`config.mk`:
```
export PLATFORM = sky130hd
export DESIGN_NAME = pdrs_top
export DESIGN_NICKNAME = d
export VERILOG_FILES = /design/src/inc/pdrs_pkg.sv /design/src/rtl/pdrs_sync.sv /design/src/rtl/pdrs_regs.sv /design/src/rtl/pdrs_top.sv
export VERILOG_INCLUDE_DIRS = /design/src /design/src/inc
export SDC_FILE = /design/constraint.sdc
export NUM_CORES = 1
export LEC_CHECK = 0
export ABC_CLOCK_PERIOD_IN_PS = 1700
export BUFFER_PORTS_ARGS = -buffer_cell sky130_fd_sc_hd__clkbuf_2
export CAP_MARGIN = 5
export CORE_MARGIN = 2
export CORE_UTILIZATION = 45
export DETAILED_ROUTE_END_ITERATION = 8
export GPL_ROUTABILITY_DRIVEN = 0
export PLACE_DENSITY = 0.86
export RECOVER_POWER = 50
export SETUP_SLACK_MARGIN = 0.05
export SLEW_MARGIN = 10
export SYNTH_ARGS = -nofsm -noshare
export SYNTH_HDL_FRONTEND = slang
export SYNTH_SLANG_ARGS = --single-unit
export TNS_END_PERCENT = 30
```
`constraint.sdc`:
```
create_clock -name mclk -period 1.7 [get_ports mclk]
set_input_delay 0.255 -clock mclk [delete_from_list [all_inputs] [get_ports mclk]]
set_output_delay 0.255 -clock mclk [all_outputs]
set_load 0.01 [all_outputs]
```
`src/inc/pdrs_params.svh`:
```
// Constants of the power dip restart sequencer
`ifndef PDRS_PARAMS_SVH
`define PDRS_PARAMS_SVH

// ----------------------------------------
// Mode select encodings
// ----------------------------------------
`define PDRS_MODE_TRIP_NOW   2'h0
`define PDRS_MODE_TRIP_AFTER 2'h1
`define PDRS_MODE_DECEL      2'h2
`define PDRS_MODE_RIDE       2'h3

// ----------------------------------------
// Search setting values that enable search
// ----------------------------------------
`define PDRS_SEARCH_SET_A    2'h1
`define PDRS_SEARCH_SET_B    2'h2

// ----------------------------------------
// Widths and event bit positions
// ----------------------------------------
`define PDRS_FREQ_W          16
`define PDRS_EVT_W           4
`define PDRS_EVT_UV          0
`define PDRS_EVT_DIP         1
`define PDRS_EVT_RESTART     2
`define PDRS_EVT_TRIP        3

// ----------------------------------------
// Register offsets
// ----------------------------------------
`define PDRS_ADDR_W          4
`define PDRS_REG_STATUS      4'h0
`define PDRS_REG_CLEAR       4'h1
`define PDRS_REG_ENABLE      4'h2
`define PDRS_REG_SAVED       4'h3
`define PDRS_REG_STATE       4'h4

`endif

```
`src/inc/pdrs_pkg.sv`:
```
// Types of the power dip restart sequencer
package pdrs_pkg;
	`include "pdrs_params.svh"

	// Sequencer states
	typedef enum logic [2:0] {
		PDRS_RUN,
		PDRS_DECEL,
		PDRS_RIDE,
		PDRS_COAST,
		PDRS_SEARCH,
		PDRS_TRIPPED
	} pdrs_state_t;

	// Inputs from the bus voltage monitor
	typedef struct packed {
		logic below_uv;
		logic below_ride;
		logic restored;
	} pdrs_volt_t;

	// Requests to the output stage
	typedef struct packed {
		logic                     shutdown;
		logic                     decel_req;
		logic                     ride_req;
		logic                     search_req;
		logic                     restart;
		logic                     use_search;
		logic [`PDRS_FREQ_W-1:0]  restart_freq;
	} pdrs_drive_t;
endpackage

```
`src/rtl/pdrs_sync.sv`:
```
// Two flip-flop synchroniser for a group of pin levels
module pdrs_sync
	import pdrs_pkg::*;
#(
	parameter int W = 1
) (
	input  wire logic         mclk,
	input  wire logic         rst_n,
	input  wire logic [W-1:0] async_in,
	output logic      [W-1:0] sync_out
);
	typedef struct packed {
		logic [W-1:0] s1;
		logic [W-1:0] s2;
	} pdrs_sync_st_t;

	pdrs_sync_st_t st_q;
	pdrs_sync_st_t st_d;

	// Shift stage
	always_comb begin
		st_d    = st_q;
		st_d.s1 = async_in;
		st_d.s2 = st_q.s1;
	end

	// State register
	always_ff @(posedge mclk or negedge rst_n) begin
		if (!rst_n) begin
			st_q <= '0;
		end else begin
			st_q <= st_d;
		end
	end

	assign sync_out = st_q.s2;
endmodule // pdrs_sync

```
`src/rtl/pdrs_regs.sv`:
```
// Interrupt status, clear and enable registers
module pdrs_regs
	import pdrs_pkg::*;
(
	input  wire logic                    mclk,
	input  wire logic                    rst_n,
	input  wire logic [`PDRS_EVT_W-1:0]  evt,
	input  wire logic                    clr_we,
	input  wire logic                    en_we,
	input  wire logic [`PDRS_EVT_W-1:0]  wdata,
	output logic      [`PDRS_EVT_W-1:0]  status,
	output logic      [`PDRS_EVT_W-1:0]  enable,
	output logic                         irq
);
	typedef struct packed {
		logic [`PDRS_EVT_W-1:0] status;
		logic [`PDRS_EVT_W-1:0] enable;
		logic                   irq;
	} pdrs_regs_st_t;

	pdrs_regs_st_t st_q;
	pdrs_regs_st_t st_d;

	// Sticky bits, set wins over clear
	always_comb begin
		st_d = st_q;
		if (clr_we) begin
			st_d.status = st_q.status & ~wdata;
		end
		st_d.status = st_d.status | evt;
		if (en_we) begin
			st_d.enable = wdata;
		end
		st_d.irq = |(st_d.status & st_d.enable);
	end

	// State register
	always_ff @(posedge mclk or negedge rst_n) begin
		if (!rst_n) begin
			st_q <= '0;
		end else begin
			st_q <= st_d;
		end
	end

	assign status = st_q.status;
	assign enable = st_q.enable;
	assign irq    = st_q.irq;
endmodule // pdrs_regs

```
`src/rtl/pdrs_top.sv`:
```
// Momentary power dip restart sequencer
//
// Behaviour
// In mode 0 an undervoltage raises the alarm and shuts the output so the motor coasts.
// In mode 1 an undervoltage shuts the output without entering undervoltage or raising the alarm.
// In mode 1 the alarm rises when supply returns and the output stays shut.
// In mode 2 a dip below the ride-through level starts a regenerating deceleration.
// In mode 2 the end of that deceleration reports undervoltage.
// In mode 3 a dip below the ride-through level starts ride-through running until supply returns.
// In mode 3 undervoltage during ride-through saves the output frequency, shuts the output and coasts.
// Without search, a run command at restoration restarts at the saved frequency.
// With search, a run command at restoration searches the coasting speed and restarts from it.
// Search is on when the search input is high or the search setting is 1 or 2.
// Without a run command at restoration the output stays shut and no restart happens; the code keeps coasting and restarts once run_cmd rises.
module pdrs_top
	import pdrs_pkg::*;
(
	input  wire logic                      mclk,
	input  wire logic                      rst_n,
	input  wire logic                      below_uv_level,
	input  wire logic                      below_ride_through_voltage_level,
	input  wire logic                      power_restored,
	input  wire logic                      run_cmd,
	input  wire logic                      idle_speed_search_enable_input,
	input  wire logic [1:0]                starting_mode_search_setting,
	input  wire logic [1:0]                power_dip_mode_select,
	input  wire logic [`PDRS_FREQ_W-1:0]   output_freq,
	input  wire logic                      decel_done,
	input  wire logic                      search_done,
	input  wire logic [`PDRS_FREQ_W-1:0]   searched_freq,
	input  wire logic [`PDRS_ADDR_W-1:0]   reg_addr,
	input  wire logic [31:0]               reg_wdata,
	input  wire logic                      reg_wr,
	input  wire logic                      reg_rd,
	output logic      [31:0]               reg_rdata,
	output logic                           output_shutdown,
	output logic                           uv_alarm,
	output logic                           decel_req,
	output logic                           ride_req,
	output logic                           search_req,
	output logic                           restart_pulse,
	output logic                           restart_use_search,
	output logic      [`PDRS_FREQ_W-1:0]   restart_freq,
	output logic      [`PDRS_FREQ_W-1:0]   saved_freq,
	output logic                           irq
);
	// ----------------------------------------
	// Pin synchronisation
	// ----------------------------------------
	// Synchronised pin levels
	logic [4:0]  pins_s;
	logic        srch_pin_s;
	pdrs_volt_t  volt;
	logic        run_s;
	logic [1:0]  srch_set_s;
	logic [1:0]  mode_s;

	// Pins are asynchronous, two stages before any decode
	pdrs_sync #(
		.W(5)
	) u_sync_bits (
		.mclk     (mclk),
		.rst_n    (rst_n),
		.async_in ({below_uv_level, below_ride_through_voltage_level, power_restored,
		            run_cmd, idle_speed_search_enable_input}),
		.sync_out (pins_s)
	);

	// Mode and search setting selects
	pdrs_sync #(
		.W(4)
	) u_sync_sel (
		.mclk     (mclk),
		.rst_n    (rst_n),
		.async_in ({starting_mode_search_setting, power_dip_mode_select}),
		.sync_out ({srch_set_s, mode_s})
	);

	// Unpack synchronised levels
	assign volt.below_uv   = pins_s[4];
	assign volt.below_ride = pins_s[3];
	assign volt.restored   = pins_s[2];
	assign run_s           = pins_s[1];
	assign srch_pin_s      = pins_s[0];

	// ----------------------------------------
	// Search enable
	// ----------------------------------------
	// Search enable decode
	function automatic logic search_on(input logic pin, input logic [1:0] setting);
		search_on = pin || (setting == `PDRS_SEARCH_SET_A) || (setting == `PDRS_SEARCH_SET_B);
	endfunction

	// ----------------------------------------
	// Sequencer state
	// ----------------------------------------
	// Everything the sequencer remembers
	typedef struct packed {
		pdrs_state_t             state;
		logic                    alarm;
		logic [`PDRS_FREQ_W-1:0] saved;
		pdrs_drive_t             drv;
		logic [`PDRS_EVT_W-1:0]  evt;
		logic [31:0]             rdata;
	} pdrs_st_t;

	// Current and next sequencer state
	pdrs_st_t st_q;
	pdrs_st_t st_d;

	// Interrupt register views and write strobes
	logic [`PDRS_EVT_W-1:0] status;
	logic [`PDRS_EVT_W-1:0] enable;
	logic                   clr_we;
	logic                   en_we;

	// ----------------------------------------
	// Register port
	// ----------------------------------------
	// Register write decode
	assign clr_we = reg_wr && (reg_addr == `PDRS_REG_CLEAR);
	assign en_we  = reg_wr && (reg_addr == `PDRS_REG_ENABLE);

	// ----------------------------------------
	// Sequencer next state
	// ----------------------------------------
	// Next state and outputs
	always_comb begin
		// Hold state, clear one-cycle pulses
		st_d                  = st_q;
		st_d.evt              = '0;
		st_d.drv.restart      = 1'b0;
		// State transitions
		case (st_q.state)
			// Normal running, watch for a dip
			PDRS_RUN: begin
				if (mode_s == `PDRS_MODE_TRIP_NOW && volt.below_uv) begin
					// Mode 0 trips at once
					st_d.state                 = PDRS_TRIPPED;
					st_d.alarm                 = 1'b1;
					st_d.drv.shutdown          = 1'b1;
					st_d.evt[`PDRS_EVT_UV]     = 1'b1;
					st_d.evt[`PDRS_EVT_TRIP]   = 1'b1;
				end else if (mode_s == `PDRS_MODE_TRIP_AFTER && volt.below_uv) begin
					// Mode 1 shuts the output, alarm deferred
					st_d.state                 = PDRS_COAST;
					st_d.drv.shutdown          = 1'b1;
					st_d.evt[`PDRS_EVT_DIP]    = 1'b1;
				end else if (mode_s == `PDRS_MODE_DECEL && volt.below_ride) begin
					// Mode 2 decelerates on regenerated energy
					st_d.state                 = PDRS_DECEL;
					st_d.drv.decel_req         = 1'b1;
					st_d.evt[`PDRS_EVT_DIP]    = 1'b1;
				end else if (mode_s == `PDRS_MODE_RIDE && volt.below_ride) begin
					// Mode 3 rides through the dip
					st_d.state                 = PDRS_RIDE;
					st_d.drv.ride_req          = 1'b1;
					st_d.evt[`PDRS_EVT_DIP]    = 1'b1;
				end
			end

			// Controlled deceleration in progress
			PDRS_DECEL: begin
				if (decel_done) begin
					// Stopped, report undervoltage and trip
					st_d.state                 = PDRS_TRIPPED;
					st_d.alarm                 = 1'b1;
					st_d.drv.decel_req         = 1'b0;
					st_d.drv.shutdown          = 1'b1;
					st_d.evt[`PDRS_EVT_UV]     = 1'b1;
					st_d.evt[`PDRS_EVT_TRIP]   = 1'b1;
				end
			end

			// Ride-through running on regenerated energy
			PDRS_RIDE: begin
				if (volt.below_uv) begin
					// Energy exhausted, save frequency and coast
					st_d.saved                 = output_freq;
					st_d.state                 = PDRS_COAST;
					st_d.drv.ride_req          = 1'b0;
					st_d.drv.shutdown          = 1'b1;
					st_d.evt[`PDRS_EVT_UV]     = 1'b1;
				end else if (volt.restored && !volt.below_ride) begin
					// Supply back before undervoltage, keep running
					st_d.state                 = PDRS_RUN;
					st_d.drv.ride_req          = 1'b0;
				end
			end

			// Output shut, motor coasting; outside mode 1 a restore without a run
			// command keeps coasting until the command appears
			PDRS_COAST: begin
				if (volt.restored && !volt.below_uv) begin
					// Mode 1 trips now, others wait for a run command
					if (mode_s == `PDRS_MODE_TRIP_AFTER) begin
						st_d.state               = PDRS_TRIPPED;
						st_d.alarm               = 1'b1;
						st_d.evt[`PDRS_EVT_UV]   = 1'b1;
						st_d.evt[`PDRS_EVT_TRIP] = 1'b1;
					end else if (!run_s) begin
						// No run command, keep coasting
						st_d.state               = PDRS_COAST;
					end else if (search_on(srch_pin_s, srch_set_s)) begin
						// Find the coasting speed first
						st_d.state               = PDRS_SEARCH;
						st_d.drv.search_req      = 1'b1;
					end else begin
						// Restart at the saved frequency
						st_d.state               = PDRS_RUN;
						st_d.drv.shutdown        = 1'b0;
						st_d.drv.restart         = 1'b1;
						st_d.drv.use_search      = 1'b0;
						st_d.drv.restart_freq    = st_q.saved;
						st_d.evt[`PDRS_EVT_RESTART] = 1'b1;
					end
				end
			end

			// Speed search in progress
			PDRS_SEARCH: begin
				if (volt.below_uv) begin
					// Supply lost again, back to coasting
					st_d.state                 = PDRS_COAST;
					st_d.drv.search_req        = 1'b0;
				end else if (search_done) begin
					// Restart from the searched speed
					st_d.state                 = PDRS_RUN;
					st_d.drv.search_req        = 1'b0;
					st_d.drv.shutdown          = 1'b0;
					st_d.drv.restart           = 1'b1;
					st_d.drv.use_search        = 1'b1;
					st_d.drv.restart_freq      = searched_freq;
					st_d.evt[`PDRS_EVT_RESTART] = 1'b1;
				end
			end

			// Held until reset
			PDRS_TRIPPED: begin
				st_d.drv.shutdown = 1'b1;
				st_d.alarm        = 1'b1;
			end

			// Unused codes fail safe
			default: begin
				st_d.state = PDRS_TRIPPED;
			end
		endcase

		// Register read, data in the next cycle
		st_d.rdata = '0;
		if (reg_rd) begin
			// Unmapped addresses read zero
			case (reg_addr)
				`PDRS_REG_STATUS: st_d.rdata = {{(32-`PDRS_EVT_W){1'b0}}, status};
				`PDRS_REG_ENABLE: st_d.rdata = {{(32-`PDRS_EVT_W){1'b0}}, enable};
				`PDRS_REG_SAVED:  st_d.rdata = {{(32-`PDRS_FREQ_W){1'b0}}, st_q.saved};
				`PDRS_REG_STATE:  st_d.rdata = {28'h0000000, st_q.alarm, 3'(st_q.state)};
				default:          st_d.rdata = '0;
			endcase
		end
	end

	// ----------------------------------------
	// Registered state
	// ----------------------------------------
	// State register
	always_ff @(posedge mclk or negedge rst_n) begin
		if (!rst_n) begin
			st_q       <= '0;
			st_q.state <= PDRS_RUN;
		end else begin
			st_q <= st_d;
		end
	end

	// ----------------------------------------
	// Interrupt registers
	// ----------------------------------------
	pdrs_regs u_regs (
		.mclk   (mclk),
		.rst_n  (rst_n),
		.evt    (st_q.evt),
		.clr_we (clr_we),
		.en_we  (en_we),
		.wdata  (reg_wdata[`PDRS_EVT_W-1:0]),
		.status (status),
		.enable (enable),
		.irq    (irq)
	);

	// ----------------------------------------
	// Outputs
	// ----------------------------------------
	// Outputs straight from flip-flops
	assign reg_rdata          = st_q.rdata;
	assign output_shutdown    = st_q.drv.shutdown;
	assign uv_alarm           = st_q.alarm;
	assign decel_req          = st_q.drv.decel_req;
	assign ride_req           = st_q.drv.ride_req;
	assign search_req         = st_q.drv.search_req;
	assign restart_pulse      = st_q.drv.restart;
	assign restart_use_search = st_q.drv.use_search;
	assign restart_freq       = st_q.drv.restart_freq;
	assign saved_freq         = st_q.saved;
endmodule // pdrs_top

```
# Word level (Yosys, flattened, before mapping)
# Index checks and enable logic that the tools add are counted.
[totals]
reg_bits = 105
inputBits = 83
word_cells = 155
output_inout_bits = 72
[op_classes]
n_eq_ne = 34
n_reduce_logical = 29
bitwise = 5
mux = 68
[op_table]
columns = ["cell", "n"]
rows = [
  ["one-hot mux 16 bit (4 select lines)", 1],
  ["two-way mux 19 bit", 3],
  ["one-hot mux 19 bit (2 select lines)", 1],
  ["two-way mux 18 bit", 2],
  ["two-way mux 1 bit", 33],
  ["two-way mux 3 bit", 11],
  ["inequality test 2 bit (second input constant)", 14],
  ["two-way mux 21 bit", 1],
  ["one-hot mux 3 bit (6 select lines)", 1],
  ["AND reduction 6 bit", 3],
  ["two-way mux 16 bit", 1],
  ["two-way mux 4 bit", 4],
  ["AND reduction 10 bit", 1],
  ["AND reduction 5 bit", 2],
  ["AND 4 bit", 2],
  ["equality test 4 x 2 -> 1 bit (second input constant)", 2],
  ["logical AND 1 bit", 8],
  ["one-hot mux 1 bit (4 select lines)", 2],
  ["AND reduction 7 bit", 1],
  ["equality test 2 bit (second input constant)", 3],
  ["equality test 3 x 2 -> 1 bit (second input constant)", 2],
  ["equality test 3 bit (second input constant)", 2],
  ["two-way mux 2 bit", 3],
  ["inequality test 3 x 2 -> 1 bit (second input constant)", 2],
  ["23 further kinds", 31],
]

# Depth between registers and ports, before layout
[logic_depth]
word_depth = 8
depth_mapped = 7
depth_no_buf = 4

# Modules after synthesis
# A second synthesis with hierarchy kept.
[unflattened]
hier_cells = 378
hier_area_um2 = 4204.0
[modules_own_cells]
columns = ["module", "area_each_um2", "cells_each", "n_inst", "seq_area_each_um2"]
rows = [
  ["pdrs_top", 3390.8, 334, 1, 1526.5],
  ["pdrs_regs", 362.8, 26, 1, 225.2],
  ["pdrs_sync (u_sync_bits)", 250.2, 10, 1, 250.2],
  ["pdrs_sync (u_sync_sel)", 200.2, 8, 1, 200.2],
]

# Worst setup path before layout
# Ideal clock, no wire load.
[synth_timing]
kind = "reg2reg"
start = "register st_q[77] in the netlist's numbering"
end = "register st_q (netlist bit restart_freq[10])"
stages_incl_launch_ff = 7
synth_period_minus_slack_ns = 1.725
setup_slack_ns = -0.025
setup_ns = 0.126
t_arrival_ns = 1.599
path_cell_list = "dfrtp_1 buf_4 nor3b_4 nor4b_4 a31oi_4 buf_6 a221o_1"
[synth_between]
elab_chain_cells = 3
[synth_rtl]
columns = ["element", "line_no", "rtl"]
rows = [
  ["start, declared", "pdrs_top.sv:108", "pdrs_st_t st_q;"],
  ["start signal, assigned", "pdrs_top.sv:273", "st_q <= st_d;"],
  ["equality test 3 x 2 -> 1 bit / equality test 3 bit (equally long branches)", "pdrs_top.sv:134", "case (st_q.state)"],
  ["inequality test 2 x 1 -> 1 bit (no line), or another cell as far along", "n/a", ""],
  ["AND reduction 7 bit (no line)", "n/a", ""],
]
# Several ways; a longest one is shown, not always the timed one.
# A chain may end at the register's enable or synchronous reset.

# Final worst setup path
[layout_timing]
start = "register st_q[77] in the netlist's numbering"
end = "register st_q (netlist bit restart_freq[6])"
# Same word-level chain as after synthesis.

==> results.json <==
{
  "io_pins": 155,
  "first_pass_iters": 5,
  "clockBufferDepth": 2,
  "slew_headroom": 0.285,
  "wl_um": 10100,
  "violations": "setup timing",
  "ant_nets": 0,
  "path_clk_slew_ns": 0.10,
  "die_h_um": 101,
  "finalCoreUtilization": 0.544,
  "finClkSkew_ns": 0.0131,
  "grt_max_degree": 89,
  "clock.fmax_mhz": 575,
  "grt_usage": 0.196,
  "synth_area_mm2": 0.00426,
  "status": "finished with violations",
  "io_buffer_count": 110,
  "synth_cell_type_count": 58,
  "hpwlAfterDp_um": 6580,
  "cts_max_level": 3,
  "grt_pass1_wl_um": 15500,
  "nets": 542,
  "clock_sinks": 88,
  "cts_inserted_buffers": 9,
  "setup_violations": 16,
  "synthFlopType": "dfrtp_1",
  "antenna_found_initial": 0,
  "p_sw_w": 0.00102,
  "fin_crit_ns": 1.74,
  "cp.required_ns": 1.93,
  "layout.cells.non_filler": 575,
  "maxCapViolCount": 0,
  "cp.arrival_ns": 1.97,
  "finalCritPeriodShare": 1.02,
  "grt_pass1_vias": 3121,
  "ys.warnings.count": 0,
  "tightest_slew_ns": 1.07,
  "intPower_w": 0.00303,
  "num_rows": 35,
  "place_ws_ns": -0.128,
  "vias_per_cell": 5.42,
  "die-area_mm2": 0.0103,
  "synth_edf_count": 0,
  "path_max_fanout": 9,
  "layout-drive-gt1-share": 0.388,
  "ys_ff_latch": 88,
  "die_x_um": 101,
  "p_sw_frac": 0.252,
  "worst-setup-path-type": "flip-flop to flip-flop",
  "ys_seq_area_frac": 0.517,
  "start_kind": "flip-flop",
  "hold_viol": 0,
  "dp.cells": 544,
  "async_flop_share": 1.00,
  "cts-root-buf": "clkbuf_8",
  "core_mm2": 0.00920,
  "start_util": 0.463,
  "route.detailed.drc": 0,
  "overflow": 0,
  "clock_latency_ns": 0.36,
  "power.leakage_nw": 2.62,
  "nFillCells": 790,
  "n_antenna_cell": 0,
  "finalMaxSlewViolations": 0,
  "synthCells": 372,
  "tns_ns": -0.320,
  "ir_drop_mv": 0.512,
  "syn_to_final_growth_pct": 17.4,
  "cts_tree": "yes",
  "avgRoutedWirePerCell_um": 17.5,
  "pwr-share-clk": 0.363,
  "p_comb_frac": 0.093,
  "via_count": 3116,
  "drtIter0Drc": 147,
  "worst_slack_ns": -0.0406,
  "seqPwrFrac": 0.544,
  "hold_path_class": "input port to flip-flop",
  "syn_avg_cell_area_um2": 11.5,
  "rsz0062_at_grt": "true",
  "endpoint_kind": "flip-flop",
  "power.density_mw_per_mm2": 810
}
## cell usage after synthesis (7+ instances only)
library cell | number | area (um^2)
a221o_1 | 16 | 160
and3_1 | 18 | 113
dfrtp_1 | 88 | 2200
buf_4 | 68 | 510
and2_1 | 17 | 106
inv_1 | 11 | 41.3
nor2_1 | 9 | 33.8
mux2_2 | 7 | 78.8
a31oi_1 | 7 | 43.8
clkbuf_1 | 10 | 37.5
mux2_1 | 9 | 101
## layer usage
metal,up-vias,track usage,part of all wire
li1,1424,-,-
met1,1555,0.247,0.42
met2,121,0.331,0.52
met3,16,0.0449,0.047
met4,0,0.0707,0.018
met5,-,0,0
## sequential cells by signal (all words and copies together) (netlist names)
name                  count
ride_req                  1
st_q                      7
uv_alarm                  1
u_sync_bits.sync_out      5
u_sync_bits.st_d          5
restart_freq             16
search_req                1
u_regs.irq                1
u_regs.enable             4
decel_req                 1
restart_use_search        1
reg_rdata                16
u_regs.status             4
u_sync_sel.st_d           4
u_sync_sel.sync_out       4
saved_freq               16
output_shutdown           1
## power groups by stage
stage          sequential (W)  clock (W)  combinational [W]
2_1_floorplan         0.00224          0           0.000204
3_3_place_gp          0.00224          0           0.000342
3_5_place_dp          0.00224          0           0.000351
4_1_cts               0.00220    0.00152           0.000380
5_1_grt               0.00221    0.00160           0.000419
6_report              0.00220    0.00147           0.000377
## worst paths after layout
path	slack, ns	to	from	depth (start not counted)
hold reg to reg	0.35	u_sync_sel.sync_out[1]	u_sync_sel.st_d[1]	0
setup reg to reg	-0.04	restart_freq[6]	st_q[77]	5
max in group asynchronous	0.20	u_sync_bits.sync_out[4]	rst_n	3
hold / removal	0.12	saved_freq[9]	output_freq[9]	2
min in group asynchronous	0.74	restart_freq[12]	rst_n	3
setup / recovery	-0.04	restart_freq[6]	st_q[77]	5
## kinds of logic (layout without fill, tap and decap cells)
family	after synthesis	after routing	synth area share
buffers and inverters	99	175	0.152
and+or+nand+nor	93	93	0.139
DFF	88	88	0.517
AOI/OAI and AO/OA	68	69	0.131
muxes	22	22	0.0564
other	1	16	0.000880
xor gates and xnor gates	1	1	0.00382
## critical path, stage by stage (launching register included)
cell and delay [ns]:
dfrtp_1 0.43, nor3b_4 0.23, nor4b_4 0.23, buf_6 0.17, a31oi_4 0.18, a221o_1 0.37
## timing repair
item,CTS,global route
endpoints found under the setup margin,37,38
hold buffers,10,0
pin swaps,15,6
gates resized for setup,12,7
setup buffers,2,0
endpoints found under the hold margin,97,0
gates cloned,3,0
## layout by cell type, fill, tap and decap left out, drive strengths merged, types with 3 or more instances in the layout
master,synthesis,routed
mux2,16,16
dlygate4sd3,0,10
or2,11,11
dfrtp,88,88
nand2,4,4
inv,12,14
a21oi,5,5
clkbuf,10,119
a31oi,8,9
conb,1,16
o211ai,3,3
and2,17,17
clkinv,0,3
nor4b,3,3
and3,18,18
o22ai,6,6
o21ai,3,3
a21boi,4,4
nand4,3,3
nor4,5,5
nor2b,6,6
a221o,16,16
nand3,3,3
mux2i,6,6
nand2b,3,3
nor2,9,9
buf,77,27
a221oi,4,4
nand3b,3,3
## stage by stage
| stage | total power [W] | instance area, um^2 | hold WS, ns |
|---|---|---|---|
| 4_1_cts | 0.00410 | 4990 | 0.101 |
| 5_1_grt | 0.00423 | 5000 | 0.107 |
| 3_5_place_dp | 0.00259 | 4600 | 0.332 |
| 6_report | 0.00405 | 5000 | 0.116 |
| 2_1_floorplan | 0.00244 | 4320 | -0.0406 |
| 3_3_place_gp | 0.00258 | 4600 | 0.322 |
## layout make-up
type | instances | area (um^2) | area share
multi-input combinational | 201 | 1510 | 0.302
sequential | 88 | 2200 | 0.441
clock inverter | 7 | 80.1 | 0.0160
inverter | 12 | 45.0 | 0.00901
timing repair buffer | 147 | 898 | 0.180
tap | 111 | 139 | 0.0278
clock buffer | 9 | 124 | 0.0248
(Power assumes the default switching activity.)
